===== src/rtl/trsfl_consts.vh =====
// Constants for the display rail sequencer with fault latch.
// Assumes a 40 MHz clock and a 32-bit Avalon-MM register port.
`ifndef TRSFL_CONSTS_VH
`define TRSFL_CONSTS_VH

// ****************************************************************
// Timing
// ****************************************************************
`define TRSFL_CLK_NS 25
`define TRSFL_CLK_KHZ 40000
`define TRSFL_OSC_KHZ 400
`define TRSFL_SLOT_MS 15
`define TRSFL_UV_MS 50
`define TRSFL_EN_FILT_NS 7000
`define TRSFL_SHORT_NS 10000

// ****************************************************************
// Register map (byte addresses) and reset values
// ****************************************************************
`define TRSFL_REG_STATUS 4'h0
`define TRSFL_REG_CONTROL 4'h4
`define TRSFL_CONTROL_RESET 1'b0

// ****************************************************************
// Slot tables: {down4,down3,down2,down1,up4,up3,up2,up1} nibbles.
// Rail bits: 0 pos source, 1 neg source, 2 pos gate, 3 neg gate.
// ****************************************************************
`define TRSFL_SEQ_M0 32'h12844821
`define TRSFL_SEQ_M1 32'h12488421
`define TRSFL_SEQ_M2 32'h21844812
`define TRSFL_SEQ_M3 32'h01840481
`define TRSFL_SEQ_M4 32'h01480841
`define TRSFL_SEQ_M5 32'h300CC021
`define TRSFL_SEQ_M6 32'h84211248

`endif


===== src/rtl/trsfl_top.v =====
// Rail sequencer, charge-pump switch control and fault latch.
// Assumes comparator inputs and pins are asynchronous to clk and that
// the sequence code arrives already decoded from the resistor sensor.
//
// Local design decisions: the register addresses and register access over Avalon-MM.
`timescale 1ns/1ps
`include "trsfl_consts.vh"

module trsfl_top #(
  parameter SLOT_CYCLES = `TRSFL_SLOT_MS * `TRSFL_CLK_KHZ, // 15 ms
  parameter UV_CYCLES = `TRSFL_UV_MS * `TRSFL_CLK_KHZ // 50 ms
) (
  input wire clk,
  input wire rstn,
  input wire ce,
  input wire enable_pin,
  input wire [2:0] sequence_setting,
  input wire pos_gate_feedback_low,
  input wire neg_gate_feedback_high,
  input wire [3:0] rail_below_80,
  input wire [1:0] source_below_40,
  input wire pos_below_73_boost_high_input,
  input wire thermal_trip,
  input wire [3:0] avs_address,
  input wire avs_read,
  input wire avs_write,
  input wire [31:0] avs_writedata,
  input wire [3:0] avs_byteenable,
  output reg [31:0] avs_readdata,
  output reg avs_waitrequest,
  output reg [3:0] rail_soft_start_enable,
  output reg pos_pump_high_switch,
  output reg pos_pump_low_switch,
  output reg neg_pump_high_switch,
  output reg neg_pump_low_switch,
  output reg pos_gate_discharge,
  output reg neg_gate_discharge,
  output reg pos_source_load_switch,
  output reg backlight_enable,
  output reg fault_latched,
  output reg thermal_latched
);

  // ****************************************************************
  // Derived counts
  // ****************************************************************
  localparam OSC_PERIOD = `TRSFL_CLK_KHZ / `TRSFL_OSC_KHZ;
  localparam OSC_HALF = OSC_PERIOD / 2;
  localparam EN_CYCLES =
    (`TRSFL_EN_FILT_NS + `TRSFL_CLK_NS - 1) / `TRSFL_CLK_NS;
  localparam SHORT_CYCLES =
    (`TRSFL_SHORT_NS + `TRSFL_CLK_NS - 1) / `TRSFL_CLK_NS;

  // Sequencer states.
  localparam [1:0] ST_IDLE = 2'b00;
  localparam [1:0] ST_UP = 2'b01;
  localparam [1:0] ST_ON = 2'b10;
  localparam [1:0] ST_DOWN = 2'b11;

  // ****************************************************************
  // Input synchronisers
  // ****************************************************************
  reg [12:0] sync_a; // First stage, read only by the second stage.
  reg [12:0] sync_b; // Second stage, safe for logic.
  wire [12:0] raw_in;

  assign raw_in = {thermal_trip, pos_below_73_boost_high_input,
                   source_below_40, rail_below_80,
                   neg_gate_feedback_high, pos_gate_feedback_low,
                   enable_pin, sequence_setting[1:0]};

  // Two flip-flops on every asynchronous input.
  always @(posedge clk or negedge rstn) begin
    if (!rstn) begin
      sync_a <= 13'h0000;
      sync_b <= 13'h0000;
    end else if (ce) begin
      sync_a <= raw_in;
      sync_b <= sync_a;
    end
  end

  reg seq2_a; // Top bit of the sequence code, first stage.
  reg seq2_b; // Top bit of the sequence code, second stage.

  // The sequence code top bit takes its own pair of flops.
  always @(posedge clk or negedge rstn) begin
    if (!rstn) begin
      seq2_a <= 1'b0;
      seq2_b <= 1'b0;
    end else if (ce) begin
      seq2_a <= sequence_setting[2];
      seq2_b <= seq2_a;
    end
  end

  wire en_s = sync_b[2];
  wire pfb_low = sync_b[3];
  wire nfb_high = sync_b[4];
  wire [3:0] uv80 = sync_b[8:5];
  wire [1:0] sh40 = sync_b[10:9];
  wire below73 = sync_b[11];
  wire therm = sync_b[12];

  // ****************************************************************
  // Sequence code capture
  // ****************************************************************
  reg [2:0] seq_mode; // Held sequence code.
  reg seq_taken; // Set once the code has been captured.
  reg [1:0] settle; // Lets the synchronisers fill before capture.

  // Capture the code once, after the synchronisers have settled.
  always @(posedge clk or negedge rstn) begin
    if (!rstn) begin
      seq_mode <= 3'h0;
      seq_taken <= 1'b0;
      settle <= 2'h0;
    end else if (ce && !seq_taken) begin
      if (settle == 2'h3) begin
        seq_mode <= {seq2_b, sync_b[1:0]};
        seq_taken <= 1'b1;
      end else begin
        settle <= settle + 2'h1;
      end
    end
  end

  // Slot table word for the held code.
  reg [31:0] seq_word;

  // Map the code onto its slot table; code 7 falls back to code 1.
  always @* begin
    case (seq_mode)
      3'h0: seq_word = `TRSFL_SEQ_M0;
      3'h1: seq_word = `TRSFL_SEQ_M1;
      3'h2: seq_word = `TRSFL_SEQ_M2;
      3'h3: seq_word = `TRSFL_SEQ_M3;
      3'h4: seq_word = `TRSFL_SEQ_M4;
      3'h5: seq_word = `TRSFL_SEQ_M5;
      3'h6: seq_word = `TRSFL_SEQ_M6;
      default: seq_word = `TRSFL_SEQ_M1;
    endcase
  end

  // ****************************************************************
  // Enable filter
  // ****************************************************************
  reg en_f; // Filtered enable.
  reg [8:0] en_cnt; // Time the raw level has differed.

  // The filtered level follows only after a steady disagreement.
  always @(posedge clk or negedge rstn) begin
    if (!rstn) begin
      en_f <= 1'b0;
      en_cnt <= 9'h000;
    end else if (ce) begin
      if (en_s == en_f) begin
        en_cnt <= 9'h000;
      end else if (en_cnt == EN_CYCLES[8:0] - 9'h001) begin
        en_f <= en_s;
        en_cnt <= 9'h000;
      end else begin
        en_cnt <= en_cnt + 9'h001;
      end
    end
  end

  reg en_f_d; // Previous filtered enable, for edge detection.

  // Delay the filtered enable by one cycle.
  always @(posedge clk or negedge rstn) begin
    if (!rstn) begin
      en_f_d <= 1'b0;
    end else if (ce) begin
      en_f_d <= en_f;
    end
  end

  wire en_fall = en_f_d & ~en_f;

  // ****************************************************************
  // Undervoltage timers, one per rail, and short timers on the two source rails
  // ****************************************************************
  reg control_short73; // Enables the 73 percent short check.
  wire [3:0] uv_hit; // Rail has stayed low past the long limit.
  wire [1:0] sh_hit; // Source rail has stayed shorted.
  wire [1:0] sh_cond; // Short condition per source rail.

  assign sh_cond = {sh40[1], sh40[0] | (below73 & control_short73)};

  genvar gi;
  generate
    for (gi = 0; gi < 4; gi = gi + 1) begin : g_rail
      reg [21:0] uv_cnt; // Time this rail has been below 80 percent.
      reg [8:0] sh_cnt; // Time this rail has been shorted.

      // Count only while the rail is meant to be up.
      always @(posedge clk or negedge rstn) begin
        if (!rstn) begin
          uv_cnt <= 22'h000000;
          sh_cnt <= 9'h000;
        end else if (ce) begin
          if (rail_soft_start_enable[gi] && uv80[gi]) begin
            if (!uv_hit[gi]) begin
              uv_cnt <= uv_cnt + 22'h000001;
            end
          end else begin
            uv_cnt <= 22'h000000;
          end
          if (gi < 2 && rail_soft_start_enable[gi] && sh_cond[gi % 2]) begin
            if (sh_cnt != SHORT_CYCLES[8:0]) begin
              sh_cnt <= sh_cnt + 9'h001;
            end
          end else begin
            sh_cnt <= 9'h000;
          end
        end
      end

      assign uv_hit[gi] = (uv_cnt >= UV_CYCLES[21:0]);
      if (gi < 2) begin : g_src
        assign sh_hit[gi] = (sh_cnt == SHORT_CYCLES[8:0]);
      end
    end
  endgenerate

  // Rails that have faulted this cycle.
  wire [3:0] fault_rails = uv_hit | {2'b00, sh_hit};
  wire rail_fault = |fault_rails;

  // ****************************************************************
  // Sequencer
  // ****************************************************************
  reg [1:0] state; // Sequencer state.
  reg [21:0] slot_cnt; // Cycles within the current slot.
  reg [2:0] slot; // Slot number, 0 for the first slot to 3 for the last.
  reg [1:0] next_state;
  reg [3:0] next_rail;
  reg next_pdis;
  reg next_ndis;
  reg [3:0] slot_mask;
  wire slot_end = (slot_cnt == SLOT_CYCLES[21:0] - 22'h000001);

  // Next rail enables, discharges and state.
  always @* begin
    next_state = state;
    next_rail = rail_soft_start_enable;
    next_pdis = pos_gate_discharge;
    next_ndis = neg_gate_discharge;
    slot_mask = 4'h0;
    case (slot[1:0])
      2'h0: slot_mask = (state == ST_UP) ? seq_word[3:0] : seq_word[19:16];
      2'h1: slot_mask = (state == ST_UP) ? seq_word[7:4] : seq_word[23:20];
      2'h2: slot_mask = (state == ST_UP) ? seq_word[11:8] : seq_word[27:24];
      default: slot_mask = (state == ST_UP) ? seq_word[15:12] :
                           seq_word[31:28];
    endcase
    case (state)
      ST_IDLE: begin
        if (en_f && !fault_latched && !thermal_latched && seq_taken) begin
          next_state = ST_UP;
          next_pdis = 1'b0;
          next_ndis = 1'b0;
        end
      end
      ST_UP: begin
        if (slot_end) begin
          next_rail = next_rail | slot_mask;
          if (slot == 3'h3) begin
            next_state = ST_ON;
          end
        end
        if (!en_f) begin
          next_state = ST_DOWN;
        end
      end
      ST_ON: begin
        if (!en_f) begin
          next_state = ST_DOWN;
        end
      end
      default: begin
        if (slot_end) begin
          next_rail = next_rail & ~slot_mask;
          next_pdis = next_pdis | slot_mask[2];
          next_ndis = next_ndis | slot_mask[3];
          if (slot == 3'h3) begin
            next_state = ST_IDLE;
            next_rail = 4'h0;
          end
        end
      end
    endcase
    if (rail_fault) begin
      next_rail = next_rail & ~fault_rails;
      next_pdis = next_pdis | fault_rails[2];
      next_ndis = next_ndis | fault_rails[3];
      if (state == ST_UP || state == ST_ON) begin
        next_state = ST_DOWN;
      end
    end
    if (therm || thermal_latched) begin
      next_rail = 4'h0;
      next_pdis = 1'b1;
      next_ndis = 1'b1;
      next_state = ST_IDLE;
    end
  end

  // Register the sequencer and its rail outputs.
  always @(posedge clk or negedge rstn) begin
    if (!rstn) begin
      state <= ST_IDLE;
      slot_cnt <= 22'h000000;
      slot <= 3'h0;
      rail_soft_start_enable <= 4'h0;
      pos_gate_discharge <= 1'b1;
      neg_gate_discharge <= 1'b1;
      pos_source_load_switch <= 1'b0;
    end else if (ce) begin
      state <= next_state;
      rail_soft_start_enable <= next_rail;
      pos_gate_discharge <= next_pdis;
      neg_gate_discharge <= next_ndis;
      pos_source_load_switch <= next_rail[0];
      if (next_state != state) begin
        slot_cnt <= 22'h000000; // Slots time from the state change.
        slot <= 3'h0;
      end else if (slot_end) begin
        slot_cnt <= 22'h000000;
        slot <= slot + 3'h1;
      end else begin
        slot_cnt <= slot_cnt + 22'h000001;
      end
    end
  end

  // ****************************************************************
  // Fault latches
  // ****************************************************************
  // Faults set over the enable-fall clear; only reset and enable clear.
  always @(posedge clk or negedge rstn) begin
    if (!rstn) begin
      fault_latched <= 1'b0;
      thermal_latched <= 1'b0;
      backlight_enable <= 1'b0;
    end else if (ce) begin
      if (rail_fault) begin
        fault_latched <= 1'b1;
      end else if (en_fall) begin
        fault_latched <= 1'b0;
      end
      if (therm) begin
        thermal_latched <= 1'b1;
      end else if (en_fall) begin
        thermal_latched <= 1'b0;
      end
      backlight_enable <= !(therm || thermal_latched);
    end
  end

  // ****************************************************************
  // Charge-pump oscillator and switch control
  // ****************************************************************
  reg [6:0] osc_cnt; // Shared oscillator phase.
  wire osc_rise = (osc_cnt == 7'h00);
  wire osc_fall = (osc_cnt == OSC_HALF[6:0]);

  // One oscillator steps both pumps.
  always @(posedge clk or negedge rstn) begin
    if (!rstn) begin
      osc_cnt <= 7'h00;
    end else if (ce) begin
      if (osc_cnt == OSC_PERIOD[6:0] - 7'h01) begin
        osc_cnt <= 7'h00;
      end else begin
        osc_cnt <= osc_cnt + 7'h01;
      end
    end
  end

  // Pump switches; a disabled gate rail leaves both switches open.
  always @(posedge clk or negedge rstn) begin
    if (!rstn) begin
      pos_pump_high_switch <= 1'b0;
      pos_pump_low_switch <= 1'b0;
      neg_pump_high_switch <= 1'b0;
      neg_pump_low_switch <= 1'b0;
    end else if (ce) begin
      if (!next_rail[2]) begin
        pos_pump_high_switch <= 1'b0;
        pos_pump_low_switch <= 1'b0;
      end else if (osc_rise && pfb_low) begin
        pos_pump_high_switch <= 1'b1;
        pos_pump_low_switch <= 1'b0;
      end else if (osc_rise || osc_fall || !pos_pump_low_switch &&
                   !pos_pump_high_switch) begin
        pos_pump_high_switch <= 1'b0;
        pos_pump_low_switch <= 1'b1;
      end
      if (!next_rail[3]) begin
        neg_pump_high_switch <= 1'b0;
        neg_pump_low_switch <= 1'b0;
      end else if (osc_rise && nfb_high) begin
        neg_pump_low_switch <= 1'b1;
        neg_pump_high_switch <= 1'b0;
      end else if (osc_rise || osc_fall || !neg_pump_low_switch &&
                   !neg_pump_high_switch) begin
        neg_pump_low_switch <= 1'b0;
        neg_pump_high_switch <= 1'b1;
      end
    end
  end

  // ****************************************************************
  // Avalon-MM register slave
  // ****************************************************************
  wire [31:0] status_word = {17'h00000, seq_taken, seq_mode, en_f,
                             neg_gate_discharge, pos_gate_discharge,
                             thermal_latched, fault_latched, state,
                             rail_soft_start_enable};

  // Answer every request one cycle after it appears, then release.
  always @(posedge clk or negedge rstn) begin
    if (!rstn) begin
      avs_waitrequest <= 1'b1;
      avs_readdata <= 32'h00000000;
      control_short73 <= `TRSFL_CONTROL_RESET;
    end else if (ce) begin
      if ((avs_read || avs_write) && avs_waitrequest) begin
        avs_waitrequest <= 1'b0;
        avs_readdata <= 32'h00000000;
        if (avs_read) begin
          case (avs_address)
            `TRSFL_REG_STATUS: avs_readdata <= status_word;
            `TRSFL_REG_CONTROL:
              avs_readdata <= {31'h00000000, control_short73};
            default: avs_readdata <= 32'h00000000;
          endcase
        end
      end else begin
        avs_waitrequest <= 1'b1;
        if (avs_write && !avs_waitrequest &&
            avs_address == `TRSFL_REG_CONTROL && avs_byteenable[0]) begin
          control_short73 <= avs_writedata[0];
        end
      end
    end
  end

endmodule // trsfl_top


===== config.mk =====
export PLATFORM = sky130hd
export DESIGN_NAME = trsfl_top
export DESIGN_NICKNAME = d
export VERILOG_FILES = /design/src/rtl/trsfl_top.v
export VERILOG_INCLUDE_DIRS = /design/src /design/src/rtl
export SDC_FILE = /design/constraint.sdc
export NUM_CORES = 1
export LEC_CHECK = 0
export ABC_AREA = 1
export BUFFER_PORTS_ARGS = -buffer_cell sky130_fd_sc_hd__buf_2
export CORE_MARGIN = 2
export CORE_UTILIZATION = 57
export DETAILED_ROUTE_END_ITERATION = 16
export PLACE_DENSITY = 0.81
export SETUP_SLACK_MARGIN = 0.5
export SYNTH_ARGS = -nofsm -noshare
export SYNTH_HDL_FRONTEND = slang
export SYNTH_SLANG_ARGS = --single-unit

===== constraint.sdc =====
create_clock -name clk -period 2.8 [get_ports clk]
set_input_delay 0.28 -clock clk [delete_from_list [all_inputs] [get_ports clk]]
set_output_delay 0.28 -clock clk [all_outputs]
set_load 0.02 [all_outputs]

==> run_results.csv, run 1 <==
group,metric,value,unit
sta,timing.fmax,428,MHz
pwr,irDropWorstVdd,0.404,mV
worst_setup_path,r2r_cells,20,
synthesis,netlist.top_cell.by_area,"dfrtp_1",
global_routing,grtUsageMet3,0.0328,
global_routing,groute.layer.met2.usage,0.399,
worst_setup_path,worst_path_largest_cell_delay,0.42,ns
worst_hold_path,min_delay_worst_endpoint,"sync_a[9]$_DFFE_PN0P_",
global_routing,wire_length_of_the_first_global_routing_pass,45.5,mm
cells_and_area,antenna-diode-count,0,
cells_and_area,layout-drive-gt1-share,0.192,
place,count_of_buffers_from_port_buffering,54,
clock_network,cts.sink_count,215,
clock_network,max-clock-path-buffers,3,
floorplan,row_count,52,
place,finalWeightedCongestion,0.922,
worst_hold_path,hold_class,"input pin to register",
sta,timing.final.crit_period,2.34,ns
worst_setup_path,worstSetupEndpointType,"register",
worst_setup_path,ff2ff_setup_slack,0.46,ns
place,dpl.hpwl,18.5,mm
synthesis,synthFlopType,"dfrtp_1",
global_routing,gr-usage-all-layers,0.248,
synthesis,post_synth_edffs,0,
clock_network,tritoncts.num_buffers,24,
pwr,total_leakage_power,6.38,nW
cells_and_area,syn2layout_area_growth,18.8,%
drt,antenna_violating_nets_post_route,0,
sta,timing_hold_violations_final,0,
global_routing,grt_max_degree,78,
sta,rsz_0062_raised_after_global_routing,"true",
cells_and_area,most_frequent_cells_in_the_layout,"294 x nand2_1, 204 x dfrtp_1, 180 x inv_1",
sta,maxSlewHeadroom,0.534,
clock_network,htreeDepth,1,
flow_run,maxCapViolations,0,
synthesis,synthesis.instances,1504,
floorplan,boundaryPins,106,
worst_setup_path,worst_path_most_repeated_cell,"nand2_2",
synthesis,synth-seq-cells,215,
floorplan,core,20400,um2
synthesis,avgSynthCellArea,7.92,um2
worst_setup_path,r2r_end,"slot_cnt[3]$_DFFE_PN0P_",
worst_setup_path,crit_type,"register to register",
drt,num_vias,10600,
sta,total_setup_violations_reported_at_the_end_of_the_flow,0,
worst_setup_path,setup.worst_path.start_class,"register",
worst_setup_path,critPathTopFamily,"simple AND/OR/NAND/NOR gates",
synthesis,synth_top_cell_area_share,0.445,
clock_network,cts_tree,"built",
global_routing,number_of_global_route_vias_before_repair,9736,
drt,route.final.wire_length,28.4,mm
worst_setup_path,critPathMaxFanout,5,
sta,final_min_period_over_clock_period,0.835,
sta,fin_setup_tns,0,ns
worst_setup_path,r2r-start,"slot_cnt[18]$_DFFE_PN0P_",
pwr,power_density,517,nW/um2
sta,finalMaxSlewViolations,0,
synthesis,synth.cell_area,11900,um2
drt,post-route-drc-count,0,
cells_and_area,layout_commonest_cell,"nand2_1",
global_routing,grt_overflow_total,0,
global_routing,global_route_met1_utilization,0.351,
worst_hold_path,worstHoldStart,"source_below_40[0]",
status,outcome,"finished, final reports clean",
synthesis,synth_warnings,0,
cells_and_area,fin_util,0.695,
worst_hold_path,hold-path-cell-count,3,
cells_and_area,nets,1712,
global_routing,global_route.peak_usage_layer,"met2",
synthesis,yosys-top-cells-area,"dfrtp_1 45%, nand2_1 9.9%, inv_1 6.1%",
cells_and_area,sequential_cell_area,5390,um2
worst_setup_path,critPathSlowestCell,"dfrtp_1",
floorplan,die_width,149,um
worst_setup_path,worstPathArrival,2.78,ns
synthesis,synthDistinctLibCells,56,
cells_and_area,multi_input_comb_area,5820,um2
worst_setup_path,critPathRequiredTime,3.25,ns
drt,dr.first_iter.drc_count,963,
worst_setup_path,path_cells,"inv_1, nand2_2, nor2_2, nand2_1, nor2_4, nand3_4, buf_6, nand2_1, nand2_1, nand2_1, nand2_2, nand2_2, nand2_2, nand2_2, nand3_4, nand2_4, inv_8, buf_12, buf_16, nor2_4",
floorplan,die_area,22100,um2
drt,detail_route.wl_per_cell,14.9,um
global_routing,antenna_violations_before_repair,0,
clock_network,worst_setup_hold_path_clk_slew,0.06,ns
floorplan,die_h,149,um
drt,drt_first_pass_iters,8,
sta,worstMarginPinSlew,0.692,ns
worst_setup_path,critPathBufInv,5,
floorplan,initial_utilization,0.585,
synthesis,part_of_the_yosys_area_used_for_sequential_elements,0.452,
clock_network,clock_latency,0.51,ns
drt,drt-vias-per-instance,5.55,
synthesis,postSynth.asyncResetShare,1.00,
clock_network,ctsRootBufferMaster,"clkbuf_16",
cells_and_area,filler_cell_count,1523,
sta,finClkSkew,0.00747,ns
==> logic make-up after synthesis <==
| logic type | after synthesis | share of synthesized area |
|---|---|---|
| and+or+nand+nor | 737 | 0.291 |
| other | 1 | 0.000315 |
| AOI/OAI and AO/OA | 222 | 0.106 |
| adders and majority gates | 27 | 0.0284 |
| xor gates and xnor gates | 37 | 0.0272 |
| muxes | 3 | 0.00273 |
| DFF | 215 | 0.452 |
| buffers and inverters | 262 | 0.0920 |
==> layout make-up <==
cell class,count,area share
inverters,215,0.0579
repair buffers,127,0.0702
multi-input cells,1043,0.411
clock inverters,4,0.00345
well taps,270,0.0239
clock buffers,38,0.0519
flip-flops and latches,215,0.381
==> routing by layer <==
layer  vias up  routed length [um]
li1       5155                   -
met1      5035               12500
met2       349               13300
met3        73                1640
met4         0                 913
met5         -                   0
==> worst max-delay path by stage <==
stage	start	to	slack [ns]	cells after the start
2_1_floorplan	state[1]$_DFFE_PN0P_	pos_pump_low_switch$_DFFE_PN0P_	0.78	14
3_3_place_gp	rail_soft_start_enable[0]$_DFFE_PN0P_	g_rail[0].uv_cnt[19]$_DFFE_PN0P_	0.48	11
3_5_place_dp	rail_soft_start_enable[0]$_DFFE_PN0P_	g_rail[0].uv_cnt[19]$_DFFE_PN0P_	0.43	11
4_1_cts	rail_soft_start_enable[0]$_DFFE_PN0P_	g_rail[0].uv_cnt[19]$_DFFE_PN0P_	0.49	11
5_1_grt	g_rail[1].sh_cnt[0]$_DFFE_PN0P_	g_rail[1].sh_cnt[7]$_DFFE_PN0P_	0.37	14
6_report	slot_cnt[18]$_DFFE_PN0P_	slot_cnt[3]$_DFFE_PN0P_	0.46	20
==> stage by stage <==
step	cell area (um2)	setup slack, ns	hold WS, ns	std cells	total power (W)
after floorplan	12000	0.782	-0.0156	1520	0.00396
after global placement	12500	0.476	0.299	1810	0.00414
after detailed placement	12500	0.425	0.303	1810	0.00417
after CTS	13600	0.489	0.00133	1884	0.00730
after global routing	14100	0.369	0.0151	1912	0.00759
final	14100	0.463	0.0134	1912	0.00731
==> repair_timing <==
| item | CTS | global route |
|---|---|---|
| setup endpoints to repair | 29 | 62 |
| buffers inserted | 16 | 28 |
| hold buffers | 14 | 0 |
| hold endpoints to repair | 84 | 0 |
| gates resized for setup | 20 | 95 |
| gates cloned | 2 | 0 |
| pin swaps | 10 | 34 |
==> worst min-delay path, stage by stage <==
cell	delay [ns]
buf_2	0.11
nand2_1	0.05
nand2_1	0.05
==> Yosys cell counts, types with 3 or more instances <==
master    number
a21oi_1       70
a22oi_1        3
a31oi_1        8
buf_1          3
buf_2          7
buf_4         18
clkbuf_1      16
dfrtp_1      212
dfstp_2        3
ha_1          27
inv_1        195
inv_2         19
nand2_1      313
nand2_2       13
nand3_1       80
nand3_2        4
nand3b_1       4
nand4_1       35
nor2_1       139
nor2_2         5
nor2_4        24
nor3_1        82
nor3b_1       15
nor4_1        13
o211ai_1       4
o21a_1         3
o21ai_0       77
o21ai_1        4
o21bai_1       4
o22ai_1       22
o31ai_1       15
xnor2_1        7
xor2_1        30
==> registers in the layout, indices dropped and copies added (netlist names), 2 cells and up <==
name                    cells
state                       2
sync_b                     13
en_cnt                      9
osc_cnt                     7
slot                        3
rail_soft_start_enable      4
sync_a                     13
avs_readdata               15
g_rail.uv_cnt              88
seq_mode                    3
settle                      2
g_rail.sh_cnt              18
slot_cnt                   22
==> power breakdown <==
group	internal [W]	total, W	leakage (nW)	switching (W)
sequential	0.00328	0.00344	2.87	0.000156
clock	0.00188	0.00310	0.386	0.00122
combinational	0.000290	0.000768	3.12	0.000478
total	0.00545	0.00731	6.38	0.00186
Note: power is estimated with default switching activity, not from simulation.
==> run 2: changes to the inputs <==
--- a/config.mk
+++ b/config.mk
@@ -9,7 +9,7 @@
 export ABC_AREA = 1
 export BUFFER_PORTS_ARGS = -buffer_cell sky130_fd_sc_hd__buf_2
 export CORE_MARGIN = 2
-export CORE_UTILIZATION = 57
+export CORE_UTILIZATION = 55
 export DETAILED_ROUTE_END_ITERATION = 16
 export PLACE_DENSITY = 0.81
 export SETUP_SLACK_MARGIN = 0.5
==> constraint.sdc (replaced) <==
create_clock -name clk -period 2.1 [get_ports clk]
set_input_delay 0.21 -clock clk [delete_from_list [all_inputs] [get_ports clk]]
set_output_delay 0.21 -clock clk [all_outputs]
set_load 0.02 [all_outputs]
==> run 2 against run 1 <==
Net effect:
- worst setup slack worse by 0.67 ns
- clock skew grew 0.014 ns
- non-clock buffer count up 179
- critical endpoint is now slot_cnt[21]$_DFFE_PN0P_
- die area increased by 3.5%
- sequential cell count unchanged
- final cell count is 9.7% higher
- via count up 23%
- count of clock-buffer cells in the layout fell by 1
- sequential share of layout area shrank 7.3 points
- highest routed layer unchanged
- global-route usage up 5.3 points
- the run now ends with negative setup slack left
==> run_results.csv, run 2 (synthesis gave the netlist of run 1 again) <==
group,metric,value,unit
clock_network,clock_latency,0.54,ns
worst_setup_path,worstPathArrival,2.77,ns
clock_network,cts.sink_count,215,
place,preCtsSetupSlack,-0.0518,ns
sta,timing_hold_violations_final,0,
clock_network,cts_tree,"built",
worst_setup_path,critPathRequiredTime,2.56,ns
cells_and_area,layout_commonest_cell,"nand2_1",
status,outcome,"complete, but fails checks",
clock_network,ctsRootBufferMaster,"clkbuf_16",
pwr,irDropWorstVdd,0.669,mV
worst_hold_path,hold_class,"input pin to register",
global_routing,gr-usage-all-layers,0.301,
floorplan,initial_utilization,0.563,
sta,total_setup_violations_reported_at_the_end_of_the_flow,45,
drt,antenna_violating_nets_post_route,0,
status,failing_checks,"negative setup slack",
sta,maxSlewHeadroom,0.539,
cells_and_area,syn2layout_area_growth,46.8,%
sta,rsz_0062_raised_after_global_routing,"true",
clock_network,tritoncts.num_buffers,24,
pwr,total_leakage_power,7.97,nW
global_routing,antenna_violations_before_repair,1,
drt,post-route-drc-count,0,
floorplan,die_width,151,um
floorplan,core,21200,um2
worst_setup_path,crit_type,"register to register",
sta,final_min_period_over_clock_period,1.10,
floorplan,row_count,53,
cells_and_area,nets,1891,
drt,drt-vias-per-instance,6.25,
clock_network,worst_setup_hold_path_clk_slew,0.07,ns
global_routing,grt_overflow_total,0,
drt,route.final.wire_length,44.7,mm
global_routing,grt_max_degree,63,
cells_and_area,most_frequent_cells_in_the_layout,"233 x nand2_1, 205 x dfrtp_1, 165 x inv_1",
sta,worstMarginPinSlew,0.691,ns
place,finalWeightedCongestion,0.906,
flow_run,maxCapViolations,0,
global_routing,wire_length_of_the_first_global_routing_pass,55.7,mm
place,dpl.hpwl,20.2,mm
sta,worst_hold_margin,0.0762,ns
drt,num_vias,13100,
cells_and_area,largest_reg_flops,88,
global_routing,number_of_global_route_vias_before_repair,11600,
sta,fin_ws,-0.208,ns
floorplan,die_area,22900,um2
floorplan,boundaryPins,106,
cells_and_area,reg.largest.list,"g_rail.uv_cnt x88, slot_cnt x22, g_rail.sh_cnt x18",
sta,timing.fmax,433,MHz
cells_and_area,regMostFlops,"g_rail.uv_cnt",
cells_and_area,filler_cell_count,1000,
drt,dr.first_iter.drc_count,1531,
drt,detail_route.wl_per_cell,21.3,um
worst_setup_path,worstSetupEndpointType,"register",
sta,finClkSkew,0.0216,ns
sta,timing.final.crit_period,2.31,ns
cells_and_area,layout-drive-gt1-share,0.407,
worst_setup_path,setup.worst_path.start_class,"register",
floorplan,die_h,151,um
drt,drt_first_pass_iters,7,
sta,finalMaxSlewViolations,0,
place,count_of_buffers_from_port_buffering,54,
clock_network,max-clock-path-buffers,3,
pwr,power_density,592,nW/um2
clock_network,htreeDepth,1,
worst_setup_path,critPathMaxFanout,5,
[run 2: cell count changes in the layout (fill, tap and decap cells not counted), sizes merged]
| cell | previous run | this run |
|---|---|---|
| inv | 216 | 214 |
| dlygate4sd3 | 14 | 16 |
| diode | 0 | 1 |
| clkbuf | 38 | 39 |
| clkinv | 2 | 5 |
| buf | 113 | 288 |
[run 2: what timing repair did]
| action | in CTS | in global routing |
|---|---|---|
| endpoints found under the hold margin | 71 | 0 |
| pin swaps | 66 | 116 |
| cloned | 2 | 3 |
| hold buffers | 16 | 0 |
| setup buffers | 79 | 68 |
| gates resized for setup | 238 | 305 |
| endpoints found under the setup margin | 125 | 151 |
[run 2: power breakdown]
group	internal [W]	total [W]	switching (W)
registers	0.00437	0.00459	0.000223
clock network	0.00257	0.00445	0.00188
logic	0.000502	0.00132	0.000817
total	0.00744	0.0104	0.00292
[run 2: critical path, cell delays in order, from the launching register on]
cell and delay [ns]:
dfrtp_1 0.39, nor3_1 0.31, nand2_2 0.14, nand2_4 0.11, nand3_4 0.10, nor2_4 0.15
nand2_2 0.08, nand2_2 0.10, nand2_2 0.09, nand2_2 0.08, nand2_2 0.07, nand2_4 0.07
nand3_4 0.09, nand2_4 0.10, inv_8 0.06, buf_16 0.15, nor2_4 0.10
[run 2: area by class of cell]
| class | count | area [um2] | area share |
|---|---|---|---|
| diodes | 1 | 2.50 | 0.000143 |
| repair buffers | 306 | 2700 | 0.154 |
| multi-input cells | 1043 | 7390 | 0.423 |
| clock buffers | 37 | 751 | 0.0429 |
| clock inverters | 5 | 53.8 | 0.00308 |
| well taps | 275 | 344 | 0.0197 |
| flip-flops and latches | 215 | 5390 | 0.308 |
| inverters | 215 | 857 | 0.0490 |
[run 2: per-layer routing]
metal  up-vias  routed length (um)  global-route usage
met2       996               21900               0.525
met4         0                3030               0.120
li1       5518                   -                   -
met3       334                4120              0.0413
met1      6248               15600               0.381
met5         -                   0                   0
[run 2: metrics by stage]
step	power [W]	instances	setup TNS, ns	area (um2)	util
after global placement	0.00556	1886	0	13200	0.623
final	0.0104	2097	-5.43	17500	0.827
after CTS	0.00997	2025	-0.00224	15700	0.741
after global routing	0.0106	2096	-13.34	17500	0.827
after floorplan	0.00529	1520	0	12200	-
after detailed placement	0.00561	1886	-0.803	13200	0.623
[run 2: final timing paths]
kind / start / end / slack, ns / cells past startpoint
worst max-delay path: g_rail[1].uv_cnt[12]$_DFFE_PN0P_ / slot_cnt[21]$_DFFE_PN0P_ / -0.21 / 16
worst min-delay path: avs_byteenable[0] / control_short73$_DFFE_PN0P_ / 0.08 / 3
worst max register to register: g_rail[1].uv_cnt[12]$_DFFE_PN0P_ / slot_cnt[21]$_DFFE_PN0P_ / -0.21 / 16
worst min register to register: sync_a[2]$_DFFE_PN0P_ / sync_a[2]$_DFFE_PN0P_ / 0.47 / 2
max in group asynchronous: rstn / avs_waitrequest$_DFFE_PN1P_ / 1.16 / 3
min in group asynchronous: rstn / g_rail[2].uv_cnt[21]$_DFFE_PN0P_ / 0.21 / 2
